<file path="config.mk">
export PLATFORM = sky130hd
export DESIGN_NAME = hcnt_top
export DESIGN_NICKNAME = d
export VERILOG_FILES = /design/src/hw/hcnt_pkg.sv /design/src/hw/hcnt_sync.sv /design/src/hw/hcnt_top.sv
export SDC_FILE = /design/constraint.sdc
export NUM_CORES = 1
export LEC_CHECK = 0
export ABC_AREA = 1
export BUFFER_PORTS_ARGS = -buffer_cell sky130_fd_sc_hd__buf_2
export CAP_MARGIN = 20
export CORE_MARGIN = 4
export CORE_UTILIZATION = 64
export CTS_BUF_LIST = sky130_fd_sc_hd__clkbuf_4 sky130_fd_sc_hd__clkbuf_8 sky130_fd_sc_hd__clkbuf_16
export DETAILED_ROUTE_END_ITERATION = 10
export HOLD_SLACK_MARGIN = 0.08
export PLACE_DENSITY = 0.8
export SLEW_MARGIN = 25
export SYNTH_ARGS = -nofsm -noshare
export SYNTH_HDL_FRONTEND = slang
export SYNTH_SLANG_ARGS = --single-unit
</file>
<file path="constraint.sdc">
create_clock -name mclk_i -period 9.9 [get_ports mclk_i]
set_clock_uncertainty 0.15 [all_clocks]
set_input_delay 1.485 -clock mclk_i [delete_from_list [all_inputs] [get_ports mclk_i]]
set_output_delay 1.485 -clock mclk_i [all_outputs]
set_load 0.02 [all_outputs]
</file>
<file path="src/hw/hcnt_pkg.sv">
// What this block does
// - mode definition accepted once per counter after entering run state; setup then fixed.
// - repeated definition raises a run-time error and leaves setup unchanged.
// - one update command applies direction, current and preset together in any mix.
// - modes 0,1,2 single phase, software direction; none, reset, reset plus start.
// - modes 3,4,5 single phase, external direction; none, reset, reset plus start.
// - modes 6,7,8 separate up and down clocks; none, reset, reset plus start.
// - modes 9,10,11 A/B quadrature; none, reset, reset plus start.
// - event 13 raised when current becomes equal to preset, in every mode.
// - event 14 raised on direction change in all modes except 0,1,2.
// - event 15 raised when the external reset becomes active, in reset modes.
// - control byte F8 enables, loads current and preset, counts up, 4x, high.
// - control byte FC is like F8 but quadrature counts at 1x rate.
// - events reach handlers only once attached and global enable is set.
// - staged byte bits 7..3, current and preset take effect only on the update command.
// - control bit 7 enable, 6 load current, 5 load preset, 4 dir update, 3 up.
// - config bit 2 picks 4x (0) or 1x (1), sampled only at definition.
// - status bit 5 direction up, bit 6 equal, bit 7 greater than preset.
// - current and preset are 32-bit signed values.
package hcnt_pkg;

    localparam int unsigned AXI_ADDR_W   = 8;
    localparam int unsigned DATA_W       = 32;

    // ----------------------------------------------------------------
    // register offsets
    // ----------------------------------------------------------------
    localparam logic [7:0]  OFF_CTRL     = 8'h00;
    localparam logic [7:0]  OFF_NEW_CUR  = 8'h04;
    localparam logic [7:0]  OFF_NEW_PRE  = 8'h08;
    localparam logic [7:0]  OFF_UPDATE   = 8'h0C;
    localparam logic [7:0]  OFF_DEFINE   = 8'h10;
    localparam logic [7:0]  OFF_SYS      = 8'h14;
    localparam logic [7:0]  OFF_STATUS   = 8'h18;
    localparam logic [7:0]  OFF_CURRENT  = 8'h1C;

    // ----------------------------------------------------------------
    // field positions
    // ----------------------------------------------------------------
    localparam int unsigned CB_ENABLE    = 7;
    localparam int unsigned CB_LOAD_CUR  = 6;
    localparam int unsigned CB_LOAD_PRE  = 5;
    localparam int unsigned CB_DIR_UPD   = 4;
    localparam int unsigned CB_DIR_UP    = 3;
    localparam int unsigned CB_RATE_1X   = 2;
    localparam int unsigned CB_START_LOW = 1;
    localparam int unsigned CB_RESET_LOW = 0;

    localparam int unsigned ST_DIR       = 5;
    localparam int unsigned ST_EQ        = 6;
    localparam int unsigned ST_GT        = 7;
    localparam int unsigned ST_DEFINED   = 8;
    localparam int unsigned ST_ERROR     = 9;
    localparam int unsigned ST_ENABLED   = 10;
    localparam int unsigned ST_MODE_LSB  = 16;

    localparam int unsigned SYS_RUN      = 0;
    localparam int unsigned SYS_GIE      = 1;
    localparam int unsigned SYS_ATT_EQ   = 13;
    localparam int unsigned SYS_ATT_DIR  = 14;
    localparam int unsigned SYS_ATT_RST  = 15;

    localparam int unsigned DEF_MODE_LSB = 0;

    // ----------------------------------------------------------------
    // reset values and codes
    // ----------------------------------------------------------------
    localparam logic [7:0]  CTRL_RST     = 8'h00;
    localparam logic [31:0] HOLD_RST     = 32'h0000_0000;
    localparam logic [31:0] SYS_RST      = 32'h0000_0000;
    localparam logic [3:0]  MODE_RST     = 4'h0;
    localparam logic [3:0]  MODE_MAX     = 4'hB;
    localparam logic [1:0]  RESP_OKAY    = 2'h0;
    localparam logic [1:0]  RESP_SLVERR  = 2'h2;

    typedef enum logic [1:0] {
        HCNT_INT_DIR,
        HCNT_EXT_DIR,
        HCNT_TWO_CLK,
        HCNT_QUAD
    } hcnt_kind_t;

    typedef struct packed {
        logic [3:0] mode;
        logic       rate_1x;
        logic       start_low;
        logic       reset_low;
    } hcnt_cfg_t;

    typedef struct packed {
        logic phase_a;
        logic phase_b;
        logic ext_reset;
        logic ext_start;
    } hcnt_pins_t;

endpackage

</file>
<file path="src/hw/hcnt_sync.sv">
`timescale 1ns/1ps
module hcnt_sync #(
    parameter int unsigned WIDTH = 4
) (
    input  wire logic             mclk_i,
    input  wire logic             rst_n_i,
    input  wire logic [WIDTH-1:0] raw_i,
    output logic      [WIDTH-1:0] stable_o
);
    // ----------------------------------------------------------------
    // three stages, accept once stages two and three agree
    // ----------------------------------------------------------------
    logic [WIDTH-1:0] s1_q;
    logic [WIDTH-1:0] s2_q;
    logic [WIDTH-1:0] s3_q;

    always_ff @(posedge mclk_i or negedge rst_n_i) begin
        if (!rst_n_i) begin
            s1_q <= '0;
            s2_q <= '0;
            s3_q <= '0;
        end else begin
            s1_q <= raw_i;
            s2_q <= s1_q;
            s3_q <= s2_q;
        end
    end

    always_ff @(posedge mclk_i or negedge rst_n_i) begin
        if (!rst_n_i) begin
            stable_o <= '0;
        end else begin
            for (int i = 0; i < WIDTH; i++) begin
                if (s2_q[i] == s3_q[i]) begin
                    stable_o[i] <= s3_q[i];
                end
            end
        end
    end
endmodule

</file>
<file path="src/hw/hcnt_top.sv">
`timescale 1ns/1ps
module hcnt_top (
    input  wire logic                               mclk_i,
    input  wire logic                               rst_n_i,
    input  wire logic [hcnt_pkg::AXI_ADDR_W-1:0]    s_axi_awaddr_i,
    input  wire logic                               s_axi_awvalid_i,
    output logic                                    s_axi_awready_o,
    input  wire logic [hcnt_pkg::DATA_W-1:0]        s_axi_wdata_i,
    input  wire logic [hcnt_pkg::DATA_W/8-1:0]      s_axi_wstrb_i,
    input  wire logic                               s_axi_wvalid_i,
    output logic                                    s_axi_wready_o,
    output logic [1:0]                              s_axi_bresp_o,
    output logic                                    s_axi_bvalid_o,
    input  wire logic                               s_axi_bready_i,
    input  wire logic [hcnt_pkg::AXI_ADDR_W-1:0]    s_axi_araddr_i,
    input  wire logic                               s_axi_arvalid_i,
    output logic                                    s_axi_arready_o,
    output logic [hcnt_pkg::DATA_W-1:0]             s_axi_rdata_o,
    output logic [1:0]                              s_axi_rresp_o,
    output logic                                    s_axi_rvalid_o,
    input  wire logic                               s_axi_rready_i,
    input  wire hcnt_pkg::hcnt_pins_t               pins_i,
    output logic                                    evt_cv_eq_pv_o,
    output logic                                    evt_dir_chg_o,
    output logic                                    evt_ext_rst_o
);
    import hcnt_pkg::*;

    // ----------------------------------------------------------------
    // declarations
    // ----------------------------------------------------------------
    logic [3:0]            pin_vec;
    hcnt_pins_t            pin;
    hcnt_pins_t            pin_prev_q;
    logic [7:0]            ctrl_q;
    logic [31:0]           new_cur_q;
    logic [31:0]           new_pre_q;
    logic [31:0]           sys_q;
    hcnt_cfg_t             cfg_q;
    logic                  defined_q;
    logic                  err_q;
    logic                  en_q;
    logic                  dir_q;
    logic                  dir_d;
    logic signed [31:0]    count_q;
    logic signed [31:0]    count_d;
    logic signed [31:0]    preset_q;
    logic signed [31:0]    preset_d;
    logic                  eq_q;
    logic                  gt_q;
    logic                  aw_got_q;
    logic                  w_got_q;
    logic [7:0]            aw_addr_q;
    logic [31:0]           w_data_q;
    logic [3:0]            w_strb_q;
    logic                  aw_take;
    logic                  w_take;
    logic                  ar_take;
    logic                  wr_fire;
    logic                  aw_got_nx;
    logic                  w_got_nx;
    logic                  bvalid_nx;
    logic                  rvalid_nx;
    logic                  upd_cmd;
    logic                  def_cmd;
    logic                  def_bad;
    logic                  err_clr;
    logic [3:0]            def_mode;
    hcnt_kind_t            kind;
    logic                  use_rst;
    logic                  use_start;
    logic                  rst_act;
    logic                  rst_act_prev;
    logic                  start_ok;
    logic                  active;
    logic                  a_rise;
    logic                  b_rise;
    logic                  a_chg;
    logic                  b_chg;
    logic                  step_up;
    logic                  step_dn;
    logic                  eq_d;
    logic                  ev_eq;
    logic                  ev_dir;
    logic                  ev_rst;
    logic [31:0]           rd_word;
    logic                  rd_ok;

    // ----------------------------------------------------------------
    // pin synchronisers
    // ----------------------------------------------------------------
    hcnt_sync #(
        .WIDTH (4)
    ) u_sync (
        .mclk_i   (mclk_i),
        .rst_n_i  (rst_n_i),
        .raw_i    (pins_i),
        .stable_o (pin_vec)
    );

    assign pin = hcnt_pins_t'(pin_vec);

    function automatic logic [31:0] merge(input logic [31:0] old, input logic [31:0] nw,
                                          input logic [3:0] strb);
        logic [31:0] r;
        r = old;
        for (int i = 0; i < 4; i++) begin
            if (strb[i]) begin
                r[i*8 +: 8] = nw[i*8 +: 8];
            end
        end
        return r;
    endfunction

    function automatic logic mapped(input logic [7:0] a);
        return (a[1:0] == 2'h0) && (a <= OFF_CURRENT);
    endfunction

    // ----------------------------------------------------------------
    // axi write channel
    // ----------------------------------------------------------------
    assign aw_take   = s_axi_awvalid_i & s_axi_awready_o;
    assign w_take    = s_axi_wvalid_i & s_axi_wready_o;
    assign wr_fire   = aw_got_q & w_got_q;
    assign aw_got_nx = wr_fire ? 1'b0 : (aw_got_q | aw_take);
    assign w_got_nx  = wr_fire ? 1'b0 : (w_got_q | w_take);
    assign bvalid_nx = wr_fire | (s_axi_bvalid_o & ~s_axi_bready_i);

    always_ff @(posedge mclk_i or negedge rst_n_i) begin
        if (!rst_n_i) begin
            aw_got_q        <= 1'b0;
            w_got_q         <= 1'b0;
            aw_addr_q       <= 8'h00;
            w_data_q        <= 32'h0000_0000;
            w_strb_q        <= 4'h0;
            s_axi_awready_o <= 1'b0;
            s_axi_wready_o  <= 1'b0;
            s_axi_bvalid_o  <= 1'b0;
            s_axi_bresp_o   <= RESP_OKAY;
        end else begin
            aw_got_q        <= aw_got_nx;
            w_got_q         <= w_got_nx;
            s_axi_awready_o <= ~aw_got_nx & ~bvalid_nx;
            s_axi_wready_o  <= ~w_got_nx & ~bvalid_nx;
            s_axi_bvalid_o  <= bvalid_nx;
            if (aw_take) begin
                aw_addr_q <= s_axi_awaddr_i;
            end
            if (w_take) begin
                w_data_q <= s_axi_wdata_i;
                w_strb_q <= s_axi_wstrb_i;
            end
            if (wr_fire) begin
                s_axi_bresp_o <= mapped(aw_addr_q) ? RESP_OKAY : RESP_SLVERR;
            end
        end
    end

    // ----------------------------------------------------------------
    // staging registers and commands
    // ----------------------------------------------------------------
    assign upd_cmd  = wr_fire && (aw_addr_q == OFF_UPDATE) && w_strb_q[0];
    assign def_cmd  = wr_fire && (aw_addr_q == OFF_DEFINE) && w_strb_q[0];
    assign def_mode = w_data_q[DEF_MODE_LSB +: 4];
    assign def_bad  = def_cmd && (defined_q || !sys_q[SYS_RUN] || def_mode > MODE_MAX);
    assign err_clr  = wr_fire && (aw_addr_q == OFF_STATUS) && w_strb_q[1] && w_data_q[ST_ERROR];

    always_ff @(posedge mclk_i or negedge rst_n_i) begin
        if (!rst_n_i) begin
            ctrl_q    <= CTRL_RST;
            new_cur_q <= HOLD_RST;
            new_pre_q <= HOLD_RST;
            sys_q     <= SYS_RST;
        end else if (wr_fire) begin
            unique case (aw_addr_q)
                OFF_CTRL:    if (w_strb_q[0]) ctrl_q <= w_data_q[7:0];
                OFF_NEW_CUR: new_cur_q <= merge(new_cur_q, w_data_q, w_strb_q);
                OFF_NEW_PRE: new_pre_q <= merge(new_pre_q, w_data_q, w_strb_q);
                OFF_SYS:     sys_q <= merge(sys_q, w_data_q, w_strb_q);
                default:     ;
            endcase
        end
    end

    always_ff @(posedge mclk_i or negedge rst_n_i) begin
        if (!rst_n_i) begin
            cfg_q     <= '{mode: MODE_RST, rate_1x: 1'b0, start_low: 1'b0, reset_low: 1'b0};
            defined_q <= 1'b0;
            err_q     <= 1'b0;
        end else begin
            err_q <= def_bad | (err_q & ~err_clr);
            if (!sys_q[SYS_RUN]) begin
                defined_q <= 1'b0;
            end else if (def_cmd && !def_bad) begin
                defined_q       <= 1'b1;
                cfg_q.mode      <= def_mode;
                cfg_q.rate_1x   <= ctrl_q[CB_RATE_1X];
                cfg_q.start_low <= ctrl_q[CB_START_LOW];
                cfg_q.reset_low <= ctrl_q[CB_RESET_LOW];
            end
        end
    end

    // ----------------------------------------------------------------
    // mode decode
    // ----------------------------------------------------------------
    always_comb begin
        kind      = HCNT_INT_DIR;
        use_rst   = 1'b0;
        use_start = 1'b0;
        unique case (cfg_q.mode)
            4'h0: kind = HCNT_INT_DIR;
            4'h1: begin kind = HCNT_INT_DIR; use_rst = 1'b1; end
            4'h2: begin kind = HCNT_INT_DIR; use_rst = 1'b1; use_start = 1'b1; end
            4'h3: kind = HCNT_EXT_DIR;
            4'h4: begin kind = HCNT_EXT_DIR; use_rst = 1'b1; end
            4'h5: begin kind = HCNT_EXT_DIR; use_rst = 1'b1; use_start = 1'b1; end
            4'h6: kind = HCNT_TWO_CLK;
            4'h7: begin kind = HCNT_TWO_CLK; use_rst = 1'b1; end
            4'h8: begin kind = HCNT_TWO_CLK; use_rst = 1'b1; use_start = 1'b1; end
            4'h9: kind = HCNT_QUAD;
            4'hA: begin kind = HCNT_QUAD; use_rst = 1'b1; end
            4'hB: begin kind = HCNT_QUAD; use_rst = 1'b1; use_start = 1'b1; end
            default: kind = HCNT_INT_DIR;
        endcase
    end

    assign rst_act      = use_rst & (pin.ext_reset ^ cfg_q.reset_low);
    assign rst_act_prev = use_rst & (pin_prev_q.ext_reset ^ cfg_q.reset_low);
    assign start_ok     = ~use_start | (pin.ext_start ^ cfg_q.start_low);
    assign active       = defined_q & sys_q[SYS_RUN];
    assign a_rise       = pin.phase_a & ~pin_prev_q.phase_a;
    assign b_rise       = pin.phase_b & ~pin_prev_q.phase_b;
    assign a_chg        = pin.phase_a ^ pin_prev_q.phase_a;
    assign b_chg        = pin.phase_b ^ pin_prev_q.phase_b;

    // ----------------------------------------------------------------
    // count steps per mode family
    // ----------------------------------------------------------------
    always_comb begin
        step_up = 1'b0;
        step_dn = 1'b0;
        unique case (kind)
            HCNT_INT_DIR: begin
                step_up = a_rise & dir_q;
                step_dn = a_rise & ~dir_q;
            end
            HCNT_EXT_DIR: begin
                step_up = a_rise & pin.phase_b;
                step_dn = a_rise & ~pin.phase_b;
            end
            HCNT_TWO_CLK: begin
                step_up = a_rise & ~b_rise;
                step_dn = b_rise & ~a_rise;
            end
            HCNT_QUAD: begin
                if (cfg_q.rate_1x) begin
                    step_up = a_rise & ~pin.phase_b;
                    step_dn = a_rise & pin.phase_b;
                end else begin
                    step_up = (a_chg ^ b_chg) & (pin.phase_a ^ pin_prev_q.phase_b);
                    step_dn = (a_chg ^ b_chg) & ~(pin.phase_a ^ pin_prev_q.phase_b);
                end
            end
        endcase
    end

    // ----------------------------------------------------------------
    // counter core
    // ----------------------------------------------------------------
    always_comb begin
        count_d  = count_q;
        preset_d = preset_q;
        dir_d    = dir_q;
        if (upd_cmd) begin
            if (ctrl_q[CB_LOAD_CUR]) count_d = new_cur_q;
            if (ctrl_q[CB_LOAD_PRE]) preset_d = new_pre_q;
            if (ctrl_q[CB_DIR_UPD]) dir_d = ctrl_q[CB_DIR_UP];
        end else if (active && en_q) begin
            if (rst_act) begin
                count_d = 32'sh0000_0000;
            end else if (start_ok) begin
                if (step_up) count_d = count_q + 32'sh0000_0001;
                if (step_dn) count_d = count_q - 32'sh0000_0001;
            end
            if (kind == HCNT_EXT_DIR) begin
                dir_d = pin.phase_b;
            end else if (kind != HCNT_INT_DIR && start_ok && !rst_act) begin
                if (step_up) dir_d = 1'b1;
                if (step_dn) dir_d = 1'b0;
            end
        end
    end

    always_ff @(posedge mclk_i or negedge rst_n_i) begin
        if (!rst_n_i) begin
            count_q    <= 32'sh0000_0000;
            preset_q   <= 32'sh0000_0000;
            dir_q      <= 1'b1;
            en_q       <= 1'b0;
            pin_prev_q <= '0;
        end else begin
            count_q    <= count_d;
            preset_q   <= preset_d;
            dir_q      <= dir_d;
            pin_prev_q <= pin;
            if (!sys_q[SYS_RUN]) begin
                en_q <= 1'b0;
            end else if (upd_cmd) begin
                en_q <= ctrl_q[CB_ENABLE];
            end
        end
    end

    // ----------------------------------------------------------------
    // compare status and events
    // ----------------------------------------------------------------
    assign eq_d   = (count_d == preset_d);
    assign ev_eq  = active & eq_d & ~eq_q;
    assign ev_dir = active & en_q & ~upd_cmd & (kind != HCNT_INT_DIR) & (dir_d != dir_q);
    assign ev_rst = active & en_q & rst_act & ~rst_act_prev;

    always_ff @(posedge mclk_i or negedge rst_n_i) begin
        if (!rst_n_i) begin
            eq_q           <= 1'b1;
            gt_q           <= 1'b0;
            evt_cv_eq_pv_o <= 1'b0;
            evt_dir_chg_o  <= 1'b0;
            evt_ext_rst_o  <= 1'b0;
        end else begin
            eq_q           <= eq_d;
            gt_q           <= count_d > preset_d;
            evt_cv_eq_pv_o <= ev_eq & sys_q[SYS_GIE] & sys_q[SYS_ATT_EQ];
            evt_dir_chg_o  <= ev_dir & sys_q[SYS_GIE] & sys_q[SYS_ATT_DIR];
            evt_ext_rst_o  <= ev_rst & sys_q[SYS_GIE] & sys_q[SYS_ATT_RST];
        end
    end

    // ----------------------------------------------------------------
    // axi read channel
    // ----------------------------------------------------------------
    always_comb begin
        rd_word = 32'h0000_0000;
        rd_ok   = mapped(s_axi_araddr_i);
        unique case (s_axi_araddr_i)
            OFF_CTRL:    rd_word[7:0] = ctrl_q;
            OFF_NEW_CUR: rd_word = new_cur_q;
            OFF_NEW_PRE: rd_word = new_pre_q;
            OFF_SYS:     rd_word = sys_q;
            OFF_STATUS: begin
                rd_word[ST_DIR]              = dir_q;
                rd_word[ST_EQ]               = eq_q;
                rd_word[ST_GT]               = gt_q;
                rd_word[ST_DEFINED]          = defined_q;
                rd_word[ST_ERROR]            = err_q;
                rd_word[ST_ENABLED]          = en_q;
                rd_word[ST_MODE_LSB +: 4]    = cfg_q.mode;
            end
            OFF_CURRENT: rd_word = count_q;
            default:     rd_word = 32'h0000_0000;
        endcase
    end

    assign ar_take   = s_axi_arvalid_i & s_axi_arready_o;
    assign rvalid_nx = ar_take | (s_axi_rvalid_o & ~s_axi_rready_i);

    always_ff @(posedge mclk_i or negedge rst_n_i) begin
        if (!rst_n_i) begin
            s_axi_arready_o <= 1'b0;
            s_axi_rvalid_o  <= 1'b0;
            s_axi_rdata_o   <= 32'h0000_0000;
            s_axi_rresp_o   <= RESP_OKAY;
        end else begin
            s_axi_arready_o <= ~rvalid_nx;
            s_axi_rvalid_o  <= rvalid_nx;
            if (ar_take) begin
                s_axi_rdata_o <= rd_ok ? rd_word : 32'h0000_0000;
                s_axi_rresp_o <= rd_ok ? RESP_OKAY : RESP_SLVERR;
            end
        end
    end
endmodule

</file>
==> metrics.txt <==
result of the run=complete, no violations; maximum fanout along the worst path=64; number of flops mapped to enable cells by yosys=0; n_diodes=0; number of setup buffers added after CTS=0; Power per Cell Area=194.8 mW/mm2; Slew Limit Fails=0; Hold Violations, Final=0; endpoints failing setup=0; average instance area after synthesis=7.737 um2; worst relative slew slack=41.03%; total negative slack for setup checks=0 ns; nets=2081; CTS H-tree lvls=1; initial standard-cell utilization of the core=65.24%; share of cells above drive strength 1=10.74%; total global-route track usage=32.77%; Critical Path Source Type=register; commonest non-fill, non-tap cell in the layout=sky130_fd_sc_hd__nand2_1; top library cells by usage in the layout, fill and taps aside=sky130_fd_sc_hd__nand2_1 (619), sky130_fd_sc_hd__dfrtp_1 (285), sky130_fd_sc_hd__o21ai_0 (226); minimum clock period after layout=4.332 ns; RePlAce Congestion=0.9939; CTS buffer count=29; number of buffers between clock root and the deepest sink=3; required time reported for the critical path endpoint=10.16 ns; slew at the pin with the worst max-slew slack=0.8835 ns; Top FF cell, synth=sky130_fd_sc_hd__dfrtp_1; cell area after technology mapping=0.01477 mm2; ys async rst share=100.0%; number of buffer cells added on primary ports=104; count of instances resized after the clock tree is built=0; Worst Setup SP=aw_addr_q[6]; Vias=13370; vias per std cell=5.848; Congestion Overflow GR=0; Arrival @ worst endpoint=4.59 ns; Pre-antenna DRT Iters=7; count of state elements after synthesis=288; number of placed I/O pins=107; number of antenna violations at the first check in global routing=2; average wire per cell in the routed design=18.43 um; # hold bufs at CTS=0; Final Cycle Share=43.76%; Hold/Removal Path Class=register to register; post-route antenna net violation count=0; maximum resistive drop on vdd=0.0001865 V; via count of the first global-routing pass=12420; root cell of the clock tree=sky130_fd_sc_hd__clkbuf_16; type of the worst setup path=register to register; clock latency reported for the late side of the worst-skew pair=0.55 ns; DRC Markers=0; width of the chip=159.9 um; global-route wire length before repair=67.45 mm; Unique masters post-synth=51; max-cap violation count=0; maximum number of pins on one net before global-route repair=98; number of violations reported at the end of detailed-routing iteration 0=1501; area of the core=0.02264 mm2; CTS clk-pin slew, worst paths=0.06 ns; unrepaired setup endpoints after global routing=no; die outline height=159.9 um; wirelength, routed=42.14 mm; HPWL Detailed=30.95 mm; TritonCTS clock tree=built; launch instance of the worst min-delay path=u_sync.s1_q[3]; endpoint kind of the worst setup timing path=register; warnings from Yosys=0; Max Clock Freq=230.8 MHz; FF-to-FF Start=aw_addr_q[6]; Die Area=0.02557 mm2; cell count after synthesis=1909; clock sink count=288; leakage component of the power=8.553 nW; Post-Route Hold Slack=0.1978 ns; Row Count=55; sequential share of the synthesized area=48.81%; area growth from synthesis to final layout=10.74%
## worst max-delay path, stage by stage, from the launching register on
cell	delay (ns)
sky130_fd_sc_hd__dfrtp_1	0.38
sky130_fd_sc_hd__nor2_1	0.10
sky130_fd_sc_hd__inv_1	0.04
sky130_fd_sc_hd__nor2_1	0.12
sky130_fd_sc_hd__inv_1	0.08
sky130_fd_sc_hd__nor2_2	0.15
sky130_fd_sc_hd__inv_2	0.08
sky130_fd_sc_hd__nor2_2	0.14
sky130_fd_sc_hd__nand2_2	0.30
sky130_fd_sc_hd__inv_2	0.47
sky130_fd_sc_hd__nand2_4	0.48
sky130_fd_sc_hd__nand2_1	0.21
sky130_fd_sc_hd__o21ai_2	0.09
sky130_fd_sc_hd__ha_1	0.36
sky130_fd_sc_hd__nand2_1	0.12
sky130_fd_sc_hd__nor4_1	0.32
sky130_fd_sc_hd__nand3_1	0.21
sky130_fd_sc_hd__nor4_1	0.35
## cell usage after synthesis (2+ instances only)
cell                        instances  area share, %
sky130_fd_sc_hd__nand4_1           36            1.5
sky130_fd_sc_hd__ha_1              36            3.0
sky130_fd_sc_hd__buf_1              2          0.051
sky130_fd_sc_hd__o21ai_2           14           0.83
sky130_fd_sc_hd__o2111ai_1         16           0.95
sky130_fd_sc_hd__nor4_1             6           0.25
sky130_fd_sc_hd__inv_2              7           0.18
sky130_fd_sc_hd__o22ai_2            2           0.17
sky130_fd_sc_hd__nand2_1          619             16
sky130_fd_sc_hd__buf_6              5           0.38
sky130_fd_sc_hd__nand2_4            2           0.15
sky130_fd_sc_hd__a211oi_1           6           0.30
sky130_fd_sc_hd__buf_2             10           0.34
sky130_fd_sc_hd__nor2_2             8           0.34
sky130_fd_sc_hd__buf_4              3           0.15
sky130_fd_sc_hd__a21oi_1           50            1.7
sky130_fd_sc_hd__nor2_1           106            2.7
sky130_fd_sc_hd__nand2_2            7           0.30
sky130_fd_sc_hd__o22ai_1            6           0.25
sky130_fd_sc_hd__nand3_1           71            2.4
sky130_fd_sc_hd__dfstp_2            2           0.36
sky130_fd_sc_hd__o21bai_1           2           0.10
sky130_fd_sc_hd__clkbuf_1          52            1.3
sky130_fd_sc_hd__a221oi_1          10           0.59
sky130_fd_sc_hd__nor3_1            28           0.95
sky130_fd_sc_hd__clkinv_1           2          0.051
sky130_fd_sc_hd__o21ai_1           46            1.6
sky130_fd_sc_hd__dfrtp_1          286             48
sky130_fd_sc_hd__inv_1            211            5.4
sky130_fd_sc_hd__xor2_1             5           0.30
sky130_fd_sc_hd__maj3_1             4           0.27
sky130_fd_sc_hd__o211ai_1           5           0.25
sky130_fd_sc_hd__o21ai_0          226            7.7
## cells by family after synthesis
logic type / share of synthesized area, %
other: 0.02539
xor gates and xnor gates: 0.3558
buffers and inverters: 7.878
AOI/OAI and AO/OA: 14.69
adders and majority gates: 3.321
DFF: 48.81
and+or+nand+nor: 24.92
## per-stage QoR
step	util, %	setup WS (ns)	std cells	area, um2	total power, mW
global route	72.25	5.233	2287	16360	3.346
finish	72.25	5.568	2287	16360	3.186
global placement	68.01	5.354	2236	15400	2.068
floorplan	-	6.633	1910	14770	1.870
CTS	72.21	5.583	2287	16350	3.178
detailed placement	68.04	5.598	2236	15400	2.098
## sequential cells by signal, indices dropped and copies added (netlist names), 3 cells and up
name and cells:
ctrl_q 8, s_axi_rdata_o 32, pin_prev_q 3, cfg_q 7
count_q 32, new_cur_q 32, u_sync.stable_o 4, new_pre_q 32
u_sync.s2_q 4, w_data_q 32, w_strb_q 4, aw_addr_q 8
sys_q 32, u_sync.s1_q 4, u_sync.s3_q 4, preset_q 32
## final cells by class
cell class / instances / area [um2]
clock buffers: 40 / 852.1
clock inverters: 11 / 92.59
fillers: 1834 / 6284
inverters: 221 / 832.0
multi-input cells: 1329 / 6411
flip-flops and latches: 288 / 7211
well taps: 285 / 356.6
repair buffers: 113 / 601.8
## layer usage
metal  vias to the layer above  track usage, %  part of all wire (%)
met5                         -               0                 0.064
met2                       718           46.54                    41
met4                         4           7.391                   2.4
met3                        84           7.974                    12
met1                      6212           51.39                    44
li1                       6356               -                     -
## path summary, 6_finish.rpt
| path | endpoint | slack, ns | cells after the start |
|---|---|---|---|
| worst max-delay path | evt_cv_eq_pv_o | 5.57 | 17 |
| min in group asynchronous | u_sync.s2_q[3] | 0.79 | 1 |
| worst max register to register | evt_cv_eq_pv_o | 5.57 | 17 |
| max in group asynchronous | w_data_q[27] | 7.46 | 2 |
| worst min register to register | u_sync.s2_q[3] | 0.20 | 0 |
| worst min-delay path | u_sync.s2_q[3] | 0.20 | 0 |
## power breakdown
part / leakage (nW) / internal, mW / total (mW) / switching (mW)
Sequential: 3.87 / 1.38 / 1.53 / 0.146
Clock: 0.473 / 0.626 / 1.08 / 0.459
Combinational: 4.21 / 0.153 / 0.571 / 0.418
Total: 8.55 / 2.16 / 3.19 / 1.02
Power figures use the tool's default switching activity.
